### src/pkg/csc_consts.vh
// constants for the clock synthesizer configuration bytes
`ifndef CSC_CONSTS_VH
`define CSC_CONSTS_VH

// ----------------------------------------------------------------
// register offsets
// ----------------------------------------------------------------
`define CSC_OFS_STRAP      8'h05
`define CSC_OFS_CPU_STOP   8'h06
`define CSC_OFS_PCI_EN     8'h07
`define CSC_OFS_MAKER      8'h08
`define CSC_OFS_MISC       8'h09

// ----------------------------------------------------------------
// reset values, writable masks and the strap read mask
// ----------------------------------------------------------------
`define CSC_RST_CPU_STOP   8'h0b
`define CSC_MSK_CPU_STOP   8'h3f
`define CSC_RST_PCI_EN     8'hff
`define CSC_MSK_PCI_EN     8'hff
`define CSC_RST_MISC       8'hb0
`define CSC_MSK_MISC       8'hbf
`define CSC_MSK_STRAP      8'h0f

// ----------------------------------------------------------------
// field positions
// ----------------------------------------------------------------
`define CSC_B6_STOP_FPCI0  5
`define CSC_B6_STOP_FPCI1  4
`define CSC_B6_STOP_CPU0   3
`define CSC_B6_STOP_CPU1   2
`define CSC_B6_EN_CPU0     1
`define CSC_B6_EN_CPU1     0
`define CSC_B7_EN_FPCI1    7
`define CSC_B7_EN_FPCI0    6
`define CSC_B9_PDN         7
`define CSC_B9_EN_USB      5
`define CSC_B9_EN_SIO      4
`define CSC_B9_SIO_48      3
`define CSC_B9_SS_TYPE     2

// ----------------------------------------------------------------
// identification, arbitrary values
// ----------------------------------------------------------------
`define CSC_MAKER_CODE     4'h5
`define CSC_REVISION_CODE  4'h1
`define CSC_DEV_ADDR       7'h2a

// ----------------------------------------------------------------
// serial link and strap timing
// ----------------------------------------------------------------
`define CSC_BITS_PER_BYTE  4'h8
`define CSC_STRAP_WAIT     2'h3

`endif

### src/core/csc_sync.v
// two flip-flop synchroniser for pin inputs
`timescale 1ns/1ps
module csc_sync #(
  parameter W = 8
) (
  input  wire         core_clk,
  input  wire         arst_n,
  input  wire [W-1:0] pin_in,
  output reg  [W-1:0] pin_sync
);
  reg [W-1:0] stage_a;

  always @(posedge core_clk or negedge arst_n) begin
    if (!arst_n) begin
      stage_a  <= {W{1'b0}};
      pin_sync <= {W{1'b0}};
    end else begin
      stage_a  <= pin_in;
      pin_sync <= stage_a;
    end
  end
endmodule // csc_sync

### src/core/csc_out_ctrl.v
// output run, three-state and spread decode from configuration bytes
`timescale 1ns/1ps
`include "csc_consts.vh"
module csc_out_ctrl (
  input  wire       core_clk,
  input  wire       arst_n,
  input  wire [7:0] cpu_stop_and_enable,
  input  wire [7:0] pci_output_enables,
  input  wire [7:0] misc_clock_and_spread,
  input  wire       pci_halt,
  input  wire       cpu_halt,
  output reg  [1:0] free_pci_clk_run,
  output reg  [5:0] pci_clk_run,
  output reg        cpu_diff_pair_0_run,
  output reg        cpu_diff_pair_0_hiz,
  output reg        cpu_single_out_1_run,
  output reg        cpu_single_out_1_hiz,
  output reg        usb_clock_out_en,
  output reg        sio_clock_out_en,
  output reg        sio_clock_sel_48,
  output reg        spread_type_bit,
  output reg  [2:0] spread_profile,
  output reg  [7:0] spread_up_pct,
  output reg  [7:0] spread_down_pct
);
  // ----------------------------------------------------------------
  // spread profile decode, hundredths of a percent
  // ----------------------------------------------------------------
  function [15:0] spread_dev;
    input [2:0] prof;
    begin
      case (prof)
        3'h0:    spread_dev = {8'h00, 8'h32};
        3'h1:    spread_dev = {8'h0c, 8'h3e};
        3'h2:    spread_dev = {8'h19, 8'h4b};
        3'h3:    spread_dev = {8'h32, 8'h64};
        3'h4:    spread_dev = {8'h19, 8'h19};
        3'h5:    spread_dev = {8'h25, 8'h25};
        3'h6:    spread_dev = {8'h32, 8'h96};
        default: spread_dev = {8'h4b, 8'h4b};
      endcase
    end
  endfunction

  wire stop_f0 = pci_halt & cpu_stop_and_enable[`CSC_B6_STOP_FPCI0];
  wire stop_f1 = pci_halt & cpu_stop_and_enable[`CSC_B6_STOP_FPCI1];
  wire stop_c0 = cpu_halt & cpu_stop_and_enable[`CSC_B6_STOP_CPU0];
  wire stop_c1 = cpu_halt & cpu_stop_and_enable[`CSC_B6_STOP_CPU1];
  wire [2:0] prof = misc_clock_and_spread[2:0];
  wire [15:0] dev = spread_dev(prof);

  always @(posedge core_clk or negedge arst_n) begin
    if (!arst_n) begin
      free_pci_clk_run     <= 2'h3;
      pci_clk_run          <= 6'h3f;
      cpu_diff_pair_0_run  <= 1'b1;
      cpu_diff_pair_0_hiz  <= 1'b0;
      cpu_single_out_1_run <= 1'b1;
      cpu_single_out_1_hiz <= 1'b0;
      usb_clock_out_en     <= 1'b1;
      sio_clock_out_en     <= 1'b1;
      sio_clock_sel_48     <= 1'b0;
      spread_type_bit      <= 1'b0;
      spread_profile       <= 3'h0;
      spread_up_pct        <= 8'h00;
      spread_down_pct      <= 8'h32;
    end else begin
      free_pci_clk_run[0]  <=
        pci_output_enables[`CSC_B7_EN_FPCI0] & ~stop_f0;
      free_pci_clk_run[1]  <=
        pci_output_enables[`CSC_B7_EN_FPCI1] & ~stop_f1;
      pci_clk_run          <= pci_output_enables[5:0];
      cpu_diff_pair_0_run  <=
        cpu_stop_and_enable[`CSC_B6_EN_CPU0] & ~stop_c0;
      cpu_diff_pair_0_hiz  <= stop_c0;
      cpu_single_out_1_run <=
        cpu_stop_and_enable[`CSC_B6_EN_CPU1] & ~stop_c1;
      cpu_single_out_1_hiz <= stop_c1;
      usb_clock_out_en     <= misc_clock_and_spread[`CSC_B9_EN_USB];
      sio_clock_out_en     <= misc_clock_and_spread[`CSC_B9_EN_SIO];
      sio_clock_sel_48     <= misc_clock_and_spread[`CSC_B9_SIO_48];
      spread_type_bit      <= misc_clock_and_spread[`CSC_B9_SS_TYPE];
      spread_profile       <= prof;
      spread_up_pct        <= dev[15:8];
      spread_down_pct      <= dev[7:0];
    end
  end
endmodule // csc_out_ctrl

### src/core/csc_config_bank.v
// configuration bytes 5 to 9 with a two-wire management slave
`timescale 1ns/1ps
`include "csc_consts.vh"
module csc_config_bank (
  input  wire       core_clk,
  input  wire       arst_n,
  input  wire       smb_clk,
  input  wire       smb_data_in,
  output wire       smb_data_out,
  output reg        smb_data_oe,
  input  wire [3:0] freq_select_straps,
  input  wire       pci_halt_n_in,
  input  wire       cpu_halt_n_in,
  output wire [1:0] free_pci_clk_run,
  output wire [5:0] pci_clk_run,
  output wire       cpu_diff_pair_0_run,
  output wire       cpu_diff_pair_0_hiz,
  output wire       cpu_single_out_1_run,
  output wire       cpu_single_out_1_hiz,
  output wire       usb_clock_out_en,
  output wire       sio_clock_out_en,
  output wire       sio_clock_sel_48,
  output wire       spread_type_bit,
  output wire [2:0] spread_profile,
  output wire [7:0] spread_up_pct,
  output wire [7:0] spread_down_pct,
  output wire       powerdown_enable_n,
  output wire [3:0] strap_value
);
  // ----------------------------------------------------------------
  // slave states
  // ----------------------------------------------------------------
  localparam [3:0] ST_IDLE  = 4'h0;
  localparam [3:0] ST_ADDR  = 4'h1;
  localparam [3:0] ST_AACK  = 4'h2;
  localparam [3:0] ST_CMD   = 4'h3;
  localparam [3:0] ST_CACK  = 4'h4;
  localparam [3:0] ST_WDAT  = 4'h5;
  localparam [3:0] ST_WACK  = 4'h6;
  localparam [3:0] ST_RDAT  = 4'h7;
  localparam [3:0] ST_RACK  = 4'h8;

  reg  [3:0] state;
  reg  [3:0] bit_cnt;
  reg  [7:0] shift;
  reg  [7:0] index;
  reg        rd_mode;
  reg        host_ack;
  reg        scl_q;
  reg        sda_q;
  reg  [7:0] strap_readback;
  reg  [7:0] cpu_stop_and_enable;
  reg  [7:0] pci_output_enables;
  reg  [7:0] misc_clock_and_spread;
  reg  [1:0] strap_wait;
  reg        strap_done;
  reg        wr_pulse;
  reg  [7:0] wr_data;
  reg  [7:0] wr_index;
  wire [7:0] maker_and_revision;
  wire [7:0] pins_sync;

  // ----------------------------------------------------------------
  // pin synchronisers
  // ----------------------------------------------------------------
  // bus and halt pins enter inverted so cleared stages read as idle
  csc_sync #(.W(8)) u_sync (
    .core_clk (core_clk),
    .arst_n   (arst_n),
    .pin_in   ({~smb_clk,
                ~smb_data_in,
                ~pci_halt_n_in,
                ~cpu_halt_n_in,
                freq_select_straps}),
    .pin_sync (pins_sync)
  );

  // ----------------------------------------------------------------
  // bus edge detection
  // ----------------------------------------------------------------
  wire scl_s    = ~pins_sync[7];
  wire sda_s    = ~pins_sync[6];
  wire pci_halt = pins_sync[5];
  wire cpu_halt = pins_sync[4];
  wire scl_rise = scl_s & ~scl_q;
  wire scl_fall = ~scl_s & scl_q;
  wire start_c  = scl_s & scl_q & sda_q & ~sda_s;
  wire stop_c   = scl_s & scl_q & ~sda_q & sda_s;
  wire byte_end = (bit_cnt == `CSC_BITS_PER_BYTE);
  wire addr_hit = (shift[7:1] == `CSC_DEV_ADDR);
  wire [7:0] next_index = index + 8'h01;

  // ----------------------------------------------------------------
  // open-drain data pin and identity
  // ----------------------------------------------------------------
  assign smb_data_out = 1'b0;
  assign maker_and_revision = {`CSC_MAKER_CODE, `CSC_REVISION_CODE};

  // ----------------------------------------------------------------
  // register read decode
  // ----------------------------------------------------------------
  function [7:0] read_reg;
    input [7:0] idx;
    begin
      case (idx)
        `CSC_OFS_STRAP:    read_reg = strap_readback & `CSC_MSK_STRAP;
        `CSC_OFS_CPU_STOP: read_reg = cpu_stop_and_enable;
        `CSC_OFS_PCI_EN:   read_reg = pci_output_enables;
        `CSC_OFS_MAKER:    read_reg = maker_and_revision;
        `CSC_OFS_MISC:     read_reg = misc_clock_and_spread;
        default:           read_reg = 8'h00;
      endcase
    end
  endfunction

  function read_pull;
    input [7:0] idx;
    reg   [7:0] val;
    begin
      val       = read_reg(idx);
      read_pull = ~val[7];
    end
  endfunction

  // ----------------------------------------------------------------
  // strap capture after reset release
  // ----------------------------------------------------------------
  always @(posedge core_clk or negedge arst_n) begin
    if (!arst_n) begin
      strap_wait     <= 2'h0;
      strap_done     <= 1'b0;
      strap_readback <= 8'h00;
    end else if (!strap_done) begin
      if (strap_wait == `CSC_STRAP_WAIT) begin
        strap_done     <= 1'b1;
        strap_readback <= {4'h0, pins_sync[3:0]};
      end else begin
        strap_wait <= strap_wait + 2'h1;
      end
    end
  end

  // ----------------------------------------------------------------
  // register writes
  // ----------------------------------------------------------------
  always @(posedge core_clk or negedge arst_n) begin
    if (!arst_n) begin
      cpu_stop_and_enable   <= `CSC_RST_CPU_STOP;
      pci_output_enables    <= `CSC_RST_PCI_EN;
      misc_clock_and_spread <= `CSC_RST_MISC;
    end else if (wr_pulse) begin
      case (wr_index)
        `CSC_OFS_CPU_STOP:
          cpu_stop_and_enable <= wr_data & `CSC_MSK_CPU_STOP;
        `CSC_OFS_PCI_EN:
          pci_output_enables <= wr_data & `CSC_MSK_PCI_EN;
        `CSC_OFS_MISC:
          misc_clock_and_spread <= wr_data & `CSC_MSK_MISC;
        default: ;
      endcase
    end
  end

  // ----------------------------------------------------------------
  // two-wire slave
  // ----------------------------------------------------------------
  always @(posedge core_clk or negedge arst_n) begin
    if (!arst_n) begin
      state       <= ST_IDLE;
      bit_cnt     <= 4'h0;
      shift       <= 8'h00;
      index       <= 8'h00;
      rd_mode     <= 1'b0;
      host_ack    <= 1'b0;
      scl_q       <= 1'b1;
      sda_q       <= 1'b1;
      smb_data_oe <= 1'b0;
      wr_pulse    <= 1'b0;
      wr_data     <= 8'h00;
      wr_index    <= 8'h00;
    end else begin
      scl_q    <= scl_s;
      sda_q    <= sda_s;
      wr_pulse <= 1'b0;
      if (start_c) begin
        state       <= ST_ADDR;
        bit_cnt     <= 4'h0;
        smb_data_oe <= 1'b0;
      end else if (stop_c) begin
        state       <= ST_IDLE;
        smb_data_oe <= 1'b0;
      end else if (scl_rise) begin
        case (state)
          ST_ADDR, ST_CMD, ST_WDAT: begin
            shift   <= {shift[6:0], sda_s};
            bit_cnt <= bit_cnt + 4'h1;
          end
          ST_RDAT: bit_cnt <= bit_cnt + 4'h1;
          ST_RACK: host_ack <= ~sda_s;
          default: ;
        endcase
      end else if (scl_fall) begin
        case (state)
          ST_ADDR: begin
            if (byte_end) begin
              if (addr_hit) begin
                rd_mode     <= shift[0];
                smb_data_oe <= 1'b1;
                state       <= ST_AACK;
              end else begin
                state <= ST_IDLE;
              end
            end
          end
          ST_AACK: begin
            bit_cnt <= 4'h0;
            if (rd_mode) begin
              shift       <= read_reg(index);
              smb_data_oe <= read_pull(index);
              state       <= ST_RDAT;
            end else begin
              smb_data_oe <= 1'b0;
              state       <= ST_CMD;
            end
          end
          ST_CMD: begin
            if (byte_end) begin
              index       <= shift;
              smb_data_oe <= 1'b1;
              state       <= ST_CACK;
            end
          end
          ST_CACK: begin
            bit_cnt     <= 4'h0;
            smb_data_oe <= 1'b0;
            state       <= ST_WDAT;
          end
          ST_WDAT: begin
            if (byte_end) begin
              wr_pulse    <= 1'b1;
              wr_data     <= shift;
              wr_index    <= index;
              smb_data_oe <= 1'b1;
              state       <= ST_WACK;
            end
          end
          ST_WACK: begin
            bit_cnt     <= 4'h0;
            index       <= next_index;
            smb_data_oe <= 1'b0;
            state       <= ST_WDAT;
          end
          ST_RDAT: begin
            if (byte_end) begin
              smb_data_oe <= 1'b0;
              state       <= ST_RACK;
            end else begin
              shift       <= {shift[6:0], 1'b0};
              smb_data_oe <= ~shift[6];
            end
          end
          ST_RACK: begin
            bit_cnt <= 4'h0;
            if (host_ack) begin
              shift       <= read_reg(next_index);
              smb_data_oe <= read_pull(next_index);
              index       <= next_index;
              state       <= ST_RDAT;
            end else begin
              state <= ST_IDLE;
            end
          end
          default: state <= ST_IDLE;
        endcase
      end
    end
  end

  // ----------------------------------------------------------------
  // output control
  // ----------------------------------------------------------------
  assign powerdown_enable_n = misc_clock_and_spread[`CSC_B9_PDN];
  assign strap_value        = strap_readback[3:0];

  csc_out_ctrl u_out (
    .core_clk              (core_clk),
    .arst_n                (arst_n),
    .cpu_stop_and_enable   (cpu_stop_and_enable),
    .pci_output_enables    (pci_output_enables),
    .misc_clock_and_spread (misc_clock_and_spread),
    .pci_halt              (pci_halt),
    .cpu_halt              (cpu_halt),
    .free_pci_clk_run      (free_pci_clk_run),
    .pci_clk_run           (pci_clk_run),
    .cpu_diff_pair_0_run   (cpu_diff_pair_0_run),
    .cpu_diff_pair_0_hiz   (cpu_diff_pair_0_hiz),
    .cpu_single_out_1_run  (cpu_single_out_1_run),
    .cpu_single_out_1_hiz  (cpu_single_out_1_hiz),
    .usb_clock_out_en      (usb_clock_out_en),
    .sio_clock_out_en      (sio_clock_out_en),
    .sio_clock_sel_48      (sio_clock_sel_48),
    .spread_type_bit       (spread_type_bit),
    .spread_profile        (spread_profile),
    .spread_up_pct         (spread_up_pct),
    .spread_down_pct       (spread_down_pct)
  );
endmodule // csc_config_bank

### config.mk
export PLATFORM = sky130hd
export DESIGN_NAME = csc_config_bank
export DESIGN_NICKNAME = d
export VERILOG_FILES = /design/src/core/csc_sync.v /design/src/core/csc_out_ctrl.v /design/src/core/csc_config_bank.v
export VERILOG_INCLUDE_DIRS = /design/src /design/src/pkg
export SDC_FILE = /design/constraint.sdc
export NUM_CORES = 1
export LEC_CHECK = 0
export BUFFER_PORTS_ARGS = -buffer_cell sky130_fd_sc_hd__buf_2
export CAP_MARGIN = 25
export CORE_ASPECT_RATIO = 0.7
export CORE_UTILIZATION = 30
export CTS_BUF_LIST = sky130_fd_sc_hd__clkbuf_2 sky130_fd_sc_hd__clkbuf_4 sky130_fd_sc_hd__clkbuf_8
export DETAILED_ROUTE_END_ITERATION = 16
export GPL_ROUTABILITY_DRIVEN = 0
export SYNTH_ARGS = -nofsm -noshare
export SYNTH_HDL_FRONTEND = slang
export SYNTH_SLANG_ARGS = --single-unit
export TNS_END_PERCENT = 100
### constraint.sdc
create_clock -name core_clk -period 3.1 [get_ports core_clk]
set_input_delay 0.465 -clock core_clk [delete_from_list [all_inputs] [get_ports core_clk]]
set_output_delay 0.465 -clock core_clk [all_outputs]
set_load 0.02 [all_outputs]
Word-level counts from Yosys, hierarchy flattened
Index checks and enable logic that the tools add are counted.
Widths: inputs -> output; s select.
- register bits: 124
- bits of input ports: 10
- word-level logic and storage cells: 203
- $add $sub $neg: 3
- equal/unequal tests: 46
- muxes and demuxes: 60
- bitwise gates (word level): 35
- reduce and logical (&&, ||, !) cells: 26
- operators with widths (cell ; number):
    $mux 8 ; 18
    $pmux 15 s7 ; 1
    $pmux 8 s5 ; 2
    $eq 8x3->1 const B ; 8
    $mux 4 ; 14
    $pmux 8 s3 ; 2
    $eq 8x4->1 const B ; 5
    $pmux 4 s7 ; 1
    $ne 4x4->1 const B ; 6
    $reduce_and 7->1 ; 3
    $not 1->1 ; 20
    $mux 1 ; 18
    $eq 4x3->1 const B ; 4
    $and 1x1->1 ; 15
    $reduce_and 6->1 ; 2
    $reduce_bool 3->1 ; 4
    $reduce_and 2->1 ; 5
    $eq 3x3->1 const B ; 3
    $ne 3x3->1 const B ; 3
    $add 8x1->8 const B ; 1
    $eq 4x2->1 const B ; 2
    $eq 4x4->1 const B ; 2
    $reduce_and 4->1 ; 2
    $reduce_and 8->1 ; 1
    other kinds (22) ; 28

Longest topological paths before layout
- word-level depth: 16
- depth in mapped cells: 10
- gate-level depth less buffers: 8

Modules after synthesis
From an unflattened synthesis, not the netlist that was laid out.
- cells, all modules: 556
- area total of the unflattened synthesis: 6023.3 µm²
- modules (own cells, without submodules) (module ; times used ; cells each ; area an instance (µm²)):
    csc_config_bank ; 1 ; 474 ; 4560.6
    csc_out_ctrl ; 1 ; 66 ; 1062.3
    csc_sync ; 1 ; 16 ; 400.4

Least setup slack after synthesis
Ideal clock, no wire load.
- path kind: register to register
- start: register scl_q
- end: register wr_data[4]
- data arrival time: 2.069 ns
- data required time: 2.972 ns
- setup slack: 0.903 ns
- stages on the path, launching flop included: 9
- path buffers: 2
- clock period less this slack: 2.197 ns
- path through: dfstp_2 -> inv_1 -> ha_1 -> clkbuf_1 -> nand2b_1 -> nor4_4 -> nand2_1 -> buf_2 -> mux2_1
- longest elaborated chain between the ends: 5
- elaborated cells between the ends (all ways): 12
- classes of those cells: bitwise (11); reduce/logical (1)
- ends and longest elaborated chain (item ; line ; text):
    start, declared ; csc_config_bank.v:49 ; reg scl_q;
    start signal, assigned ; csc_config_bank.v:182 ; scl_q <= scl_s;
    $and 1x1->1 ; csc_config_bank.v:87, csc_config_bank.v:88 ;
    $and 1x1->1 (on tied branches) (2 in a row) ; csc_config_bank.v:88, csc_config_bank.v:87 ;
    $not 1->1 (no source line) ; n/a ;
    $reduce_and 6->1 (no source line) (*) ; n/a ;
    end signal, assigned ; csc_config_bank.v:241 ; wr_data <= shift;
    end, declared ; csc_config_bank.v:58 ; reg [7:0] wr_data;
Every way passes the cells marked *; elsewhere a longest branch is shown, timed or not.
A chain may end at the register's enable or synchronous reset.

Final worst setup path
- start: register index[0]
- end: register shift[2]
- longest elaborated chain between the ends: 7
- elaborated cells between the ends (all ways): 18
- classes of those cells: add/sub (1); eq/ne (10); mux (7)
- ends and longest elaborated chain (item ; line ; text):
    start, declared ; csc_config_bank.v:46 ; reg [7:0] index;
    start signal, assigned ; csc_config_bank.v:228 ; index <= shift;
    start signal, assigned ; csc_config_bank.v:249 ; index <= next_index;
    start signal, assigned ; csc_config_bank.v:267 ; index <= next_index;
    $add 8x1->8 ; csc_config_bank.v:91 ; wire [7:0] next_index = index + 8'h01;
    $eq 8x4->1 / $eq 8x3->1 (equally long branches) ; csc_config_bank.v:105 ; case (idx)
    $pmux 8 s5 ; csc_config_bank.v:105 ;
    $mux 8 ; csc_config_bank.v:264 ; if (host_ack) begin
    $pmux 8 s3 (*) ; csc_config_bank.v:203 ; case (state)
    $mux 8 (*) ; csc_config_bank.v:202 ; end else if (scl_fall) begin
    $mux 8 (*) ; csc_config_bank.v:192 ; end else if (scl_rise) begin
    end signal, assigned ; csc_config_bank.v:195 ; shift <= {shift[6:0], sda_s};
    end signal, assigned ; csc_config_bank.v:218 ; shift <= read_reg(index);
    end signal, assigned ; csc_config_bank.v:265 ; shift <= read_reg(next_index);
    end, declared ; csc_config_bank.v:45 ; reg [7:0] shift;
Every way passes the cells marked *; elsewhere a longest branch is shown, timed or not. The select of a mux whose other input is x is not followed.

==> run_results.csv <==
group,metric,value,unit
setup_path,critPathKind,"reg -> reg",
setup_path,crit_top_cell,"and3_1",
synthesis,synth_cell_types,75,
grt,grt_max_degree,53,
timing,fin_tns_setup,0,ns
final_layout,diodes,0,
detailed_routing,drt-total-wl,14700,um
timing,period_minus_slack,2.68,ns
setup_path,crit_required,3.45,ns
detailed_routing,dr.pass1.iters,6,
synthesis,seq_area_frac_synth,51.3,%
flow_run,maxCapViolations,0,
placed_design,dpl_worst_slack,0.485,ns
synthesis,synth_seq_cells,121,
floorplan,core,19200,um2
timing,worst_slack,0.422,ns
grt,grt_usage,15.4,%
grt,grt_pass1_wl,24100,um
placed_design,dp_hpwl,10300,um
timing,rsz0062_at_grt,"no",
detailed_routing,dr_total_vias,4430,
setup_path,crit_path_cell_trace,"ha_1, and3_1, o211ai_1, o41ai_1, and3_1, a22oi_1, a221oi_2",
floorplan,ios,52,
setup_path,crit_path_top_delay_cell,"ha_1",
timing,max_slew_margin,48.1,%
floorplan,rows,42,
setup_path,critical_path_arrival,3.03,ns
timing,drv_slew,0,
pwr,p_seq_share,50.6,%
clock_network,clk_latency,0.43,ns
synthesis,synth_area_per_cell,11.2,um2
pwr,p_comb_share,6.7,%
pwr,power_density,499,nW/um2
pwr,leakagePower,3.01,nW
hold_path,min_path_type,"in -> reg",
synthesis,yosys_warnings,0,
grt,grt_pass1_vias,4384,
floorplan,die_area,20500,um2
pwr,switching_share,24.9,%
detailed_routing,post-route-drc-count,0,
detailed_routing,routed_via_density,5.16,
clock_network,root_buffer,"clkbuf_8",
grt,antenna_found_initial,0,
final_layout,area_growth,14.9,%
synthesis,async_flop_share,100,%
timing,worst_slew_pin_slew,0.779,ns
timing,timing.final.crit_share,86.4,%
detailed_routing,route.detailed.wl_per_inst,17.1,um
final_layout,fin_nets,603,
clock_network,h-tree-depth,4,
setup_path,max_stage_delay,0.73,ns
clock_network,cts_tree,"done",
timing,setup_violations,0,
timing,finalHoldViolations,0,
detailed_routing,drtIter0Drc,542,
clock_network,clockBufferDepth,2,
floorplan,start_util,31.2,%
timing,max_freq,373,MHz
clock_network,cts_made_buffers,17,
floorplan,fp.dieH,120,um
synthesis,synth-edff-count,0,
floorplan,die_w,171,um
synthesis,synth_ff_type,"dfrtp_1",
status,outcome,"finished, final reports clean",
synthesis,syn_inst,535,
pwr,p_sw,0.853,mW
grt,gr-total-overflow,0,
timing,whs,0.133,ns
setup_path,crit_fanout,22,
clock_network,clkTransAtPathRegs,0.07,ns
setup_path,cp-end-kind,"register",
clock_network,numClockSinks,121,
setup_path,critPathLaunchType,"register",
pwr,p_int,2.58,mW
final_layout,drive_gt1_share,30.8,%
placed_design,port_buffers,49,
timing,fin_skew,0.0151,ns
synthesis,synthesis.area,5980,um2
detailed_routing,postRouteAntennaNets,0,
pwr,power_frac_clock,42.7,%
pwr,peakVddDrop,0.194,mV
==> cells in the final DEF (no fill, tap or decap), types with 6 or more instances in the layout <==
master     synthesis  final
dfstp_2           31     31
xnor2_1            6      6
nor2b_1           15     15
a222oi_1           6      6
o21ai_0           22     22
a22oi_1           16     16
mux2_2            36     36
ha_1              11     11
dfrtp_1           90     90
nand2b_1           7      7
o22a_1             6      6
mux2i_1            6      6
clkbuf_8           0     18
inv_1             22     22
nand2_1           39     39
nor2_1            31     31
buf_2              8     48
and2_1             6      6
a21oi_1           29     29
buf_4              6     12
nand3_1           11     11
o2bb2ai_1          7      7
==> final cells by class <==
type | instances | area [um2]
fill | 1902 | 12300
timing repair buffer | 62 | 360
clock buffer | 22 | 278
multi-input combinational | 358 | 2620
tap | 264 | 330
inverter | 22 | 82.6
sequential | 121 | 3070
clock inverter | 9 | 126
==> metrics by stage <==
stage	utilization [%]	power (mW)	instances	cell area, um2
3_3_place_gp	33.6	1.98	826	6450
4_1_cts	35.8	3.47	858	6870
3_5_place_dp	33.6	1.98	826	6450
5_1_grt	35.8	3.58	858	6870
2_1_floorplan	-	1.87	536	5980
6_report	35.8	3.43	858	6870
==> critical path, delay by kind of cell (launching register included) <==
family / cells / cell delay, ns
AND/OR/NAND/NOR: 2 / 0.74
adder cells (fa/ha/maj): 1 / 0.73
flip-flops: 1 / 0.53
AO/OA/AOI/OAI: 4 / 0.60
==> metal layers <==
metal | part of all wire, % | track usage, % | up-vias
li1 | - | - | 2026
met1 | 50 | 23.1 | 2220
met2 | 42 | 20.9 | 151
met3 | 5.6 | 3.40 | 33
met4 | 2.3 | 6.70 | 0
met5 | 0 | 0 | -
==> logic make-up after synthesis <==
logic type      synth area share (%)
compound gates                  16.1
flops                           51.3
buf+inv                         4.90
other cells                   0.0627
xor+xnor                        1.17
mux                             8.35
simple gates                    15.8
fa+ha+maj                       2.30
==> Yosys cell counts (3+ instances only) <==
| master | count | area, um2 |
|---|---|---|
| a21oi_1 | 29 | 145 |
| o22a_1 | 6 | 52.6 |
| a222oi_1 | 6 | 60.1 |
| or3_1 | 5 | 31.3 |
| buf_4 | 6 | 45.0 |
| a211oi_1 | 3 | 22.5 |
| dfstp_2 | 31 | 815 |
| and3_1 | 3 | 18.8 |
| nor4_1 | 4 | 25.0 |
| a32o_1 | 3 | 30.0 |
| ha_1 | 11 | 138 |
| buf_2 | 8 | 40.0 |
| nand2b_1 | 7 | 43.8 |
| o2bb2ai_1 | 7 | 61.3 |
| mux2_2 | 36 | 405 |
| mux2i_1 | 6 | 60.1 |
| a221oi_1 | 3 | 26.3 |
| nor2b_1 | 15 | 93.8 |
| nand3_1 | 11 | 55.1 |
| nor2_1 | 31 | 116 |
| a221oi_2 | 3 | 45.0 |
| xnor2_1 | 6 | 52.6 |
| a31oi_1 | 4 | 25.0 |
| dfrtp_1 | 90 | 2250 |
| mux2_1 | 3 | 33.8 |
| nand2_1 | 39 | 146 |
| a22oi_1 | 16 | 120 |
| clkbuf_1 | 15 | 56.3 |
| buf_6 | 4 | 45.0 |
| nor3b_1 | 5 | 37.5 |
| inv_1 | 22 | 82.6 |
| o21ai_0 | 22 | 110 |
| o31ai_1 | 5 | 37.5 |
| a21boi_0 | 3 | 22.5 |
| nor3_1 | 4 | 20.0 |
| o22ai_1 | 5 | 31.3 |
| and2_1 | 6 | 37.5 |
==> repair_timing <==
| item | 4_1_cts | 5_1_grt |
|---|---|---|
| hold buffers | 1 | 0 |
| buffers inserted | 0 | 0 |
| gates resized for setup | 0 | 0 |
| hold endpoints to repair | 12 | 0 |
==> flip-flops by register name (all words and copies together) (netlist names), 6 cells and up <==
name / count
index: 8
u_out.spread_down_pct: 6
pci_output_enables: 8
wr_index: 8
cpu_stop_and_enable: 6
wr_data: 8
misc_clock_and_spread: 7
u_out.spread_up_pct: 7
shift: 8
u_sync.pin_sync: 8
u_sync.stage_a: 8
u_out.pci_clk_run: 6
==> power by group through the flow <==
stage                     registers (mW)  logic (mW)  clock network (mW)
after floorplan                     1.71       0.155                   0
after global placement              1.76       0.221                   0
after detailed placement            1.76       0.226                   0
after CTS                           1.73       0.230                1.51
after global routing                1.74       0.262                1.58
final                               1.73       0.229                1.47
==> worst paths after layout <==
kind,cells after the start,slack [ns],endpoint,startpoint
min in group asynchronous,2,0.59,u_out.spread_profile[2],arst_n
setup / recovery,7,0.42,shift[2],index[0]
max in group asynchronous,3,1.67,cpu_stop_and_enable[1],arst_n
hold reg to reg,0,0.35,u_sync.pin_sync[5],u_sync.stage_a[5]
hold / removal,1,0.13,u_sync.stage_a[1],freq_select_straps[1]
setup reg to reg,7,0.42,shift[2],index[0]
No activity file was read; power rests on OpenSTA's default activity.
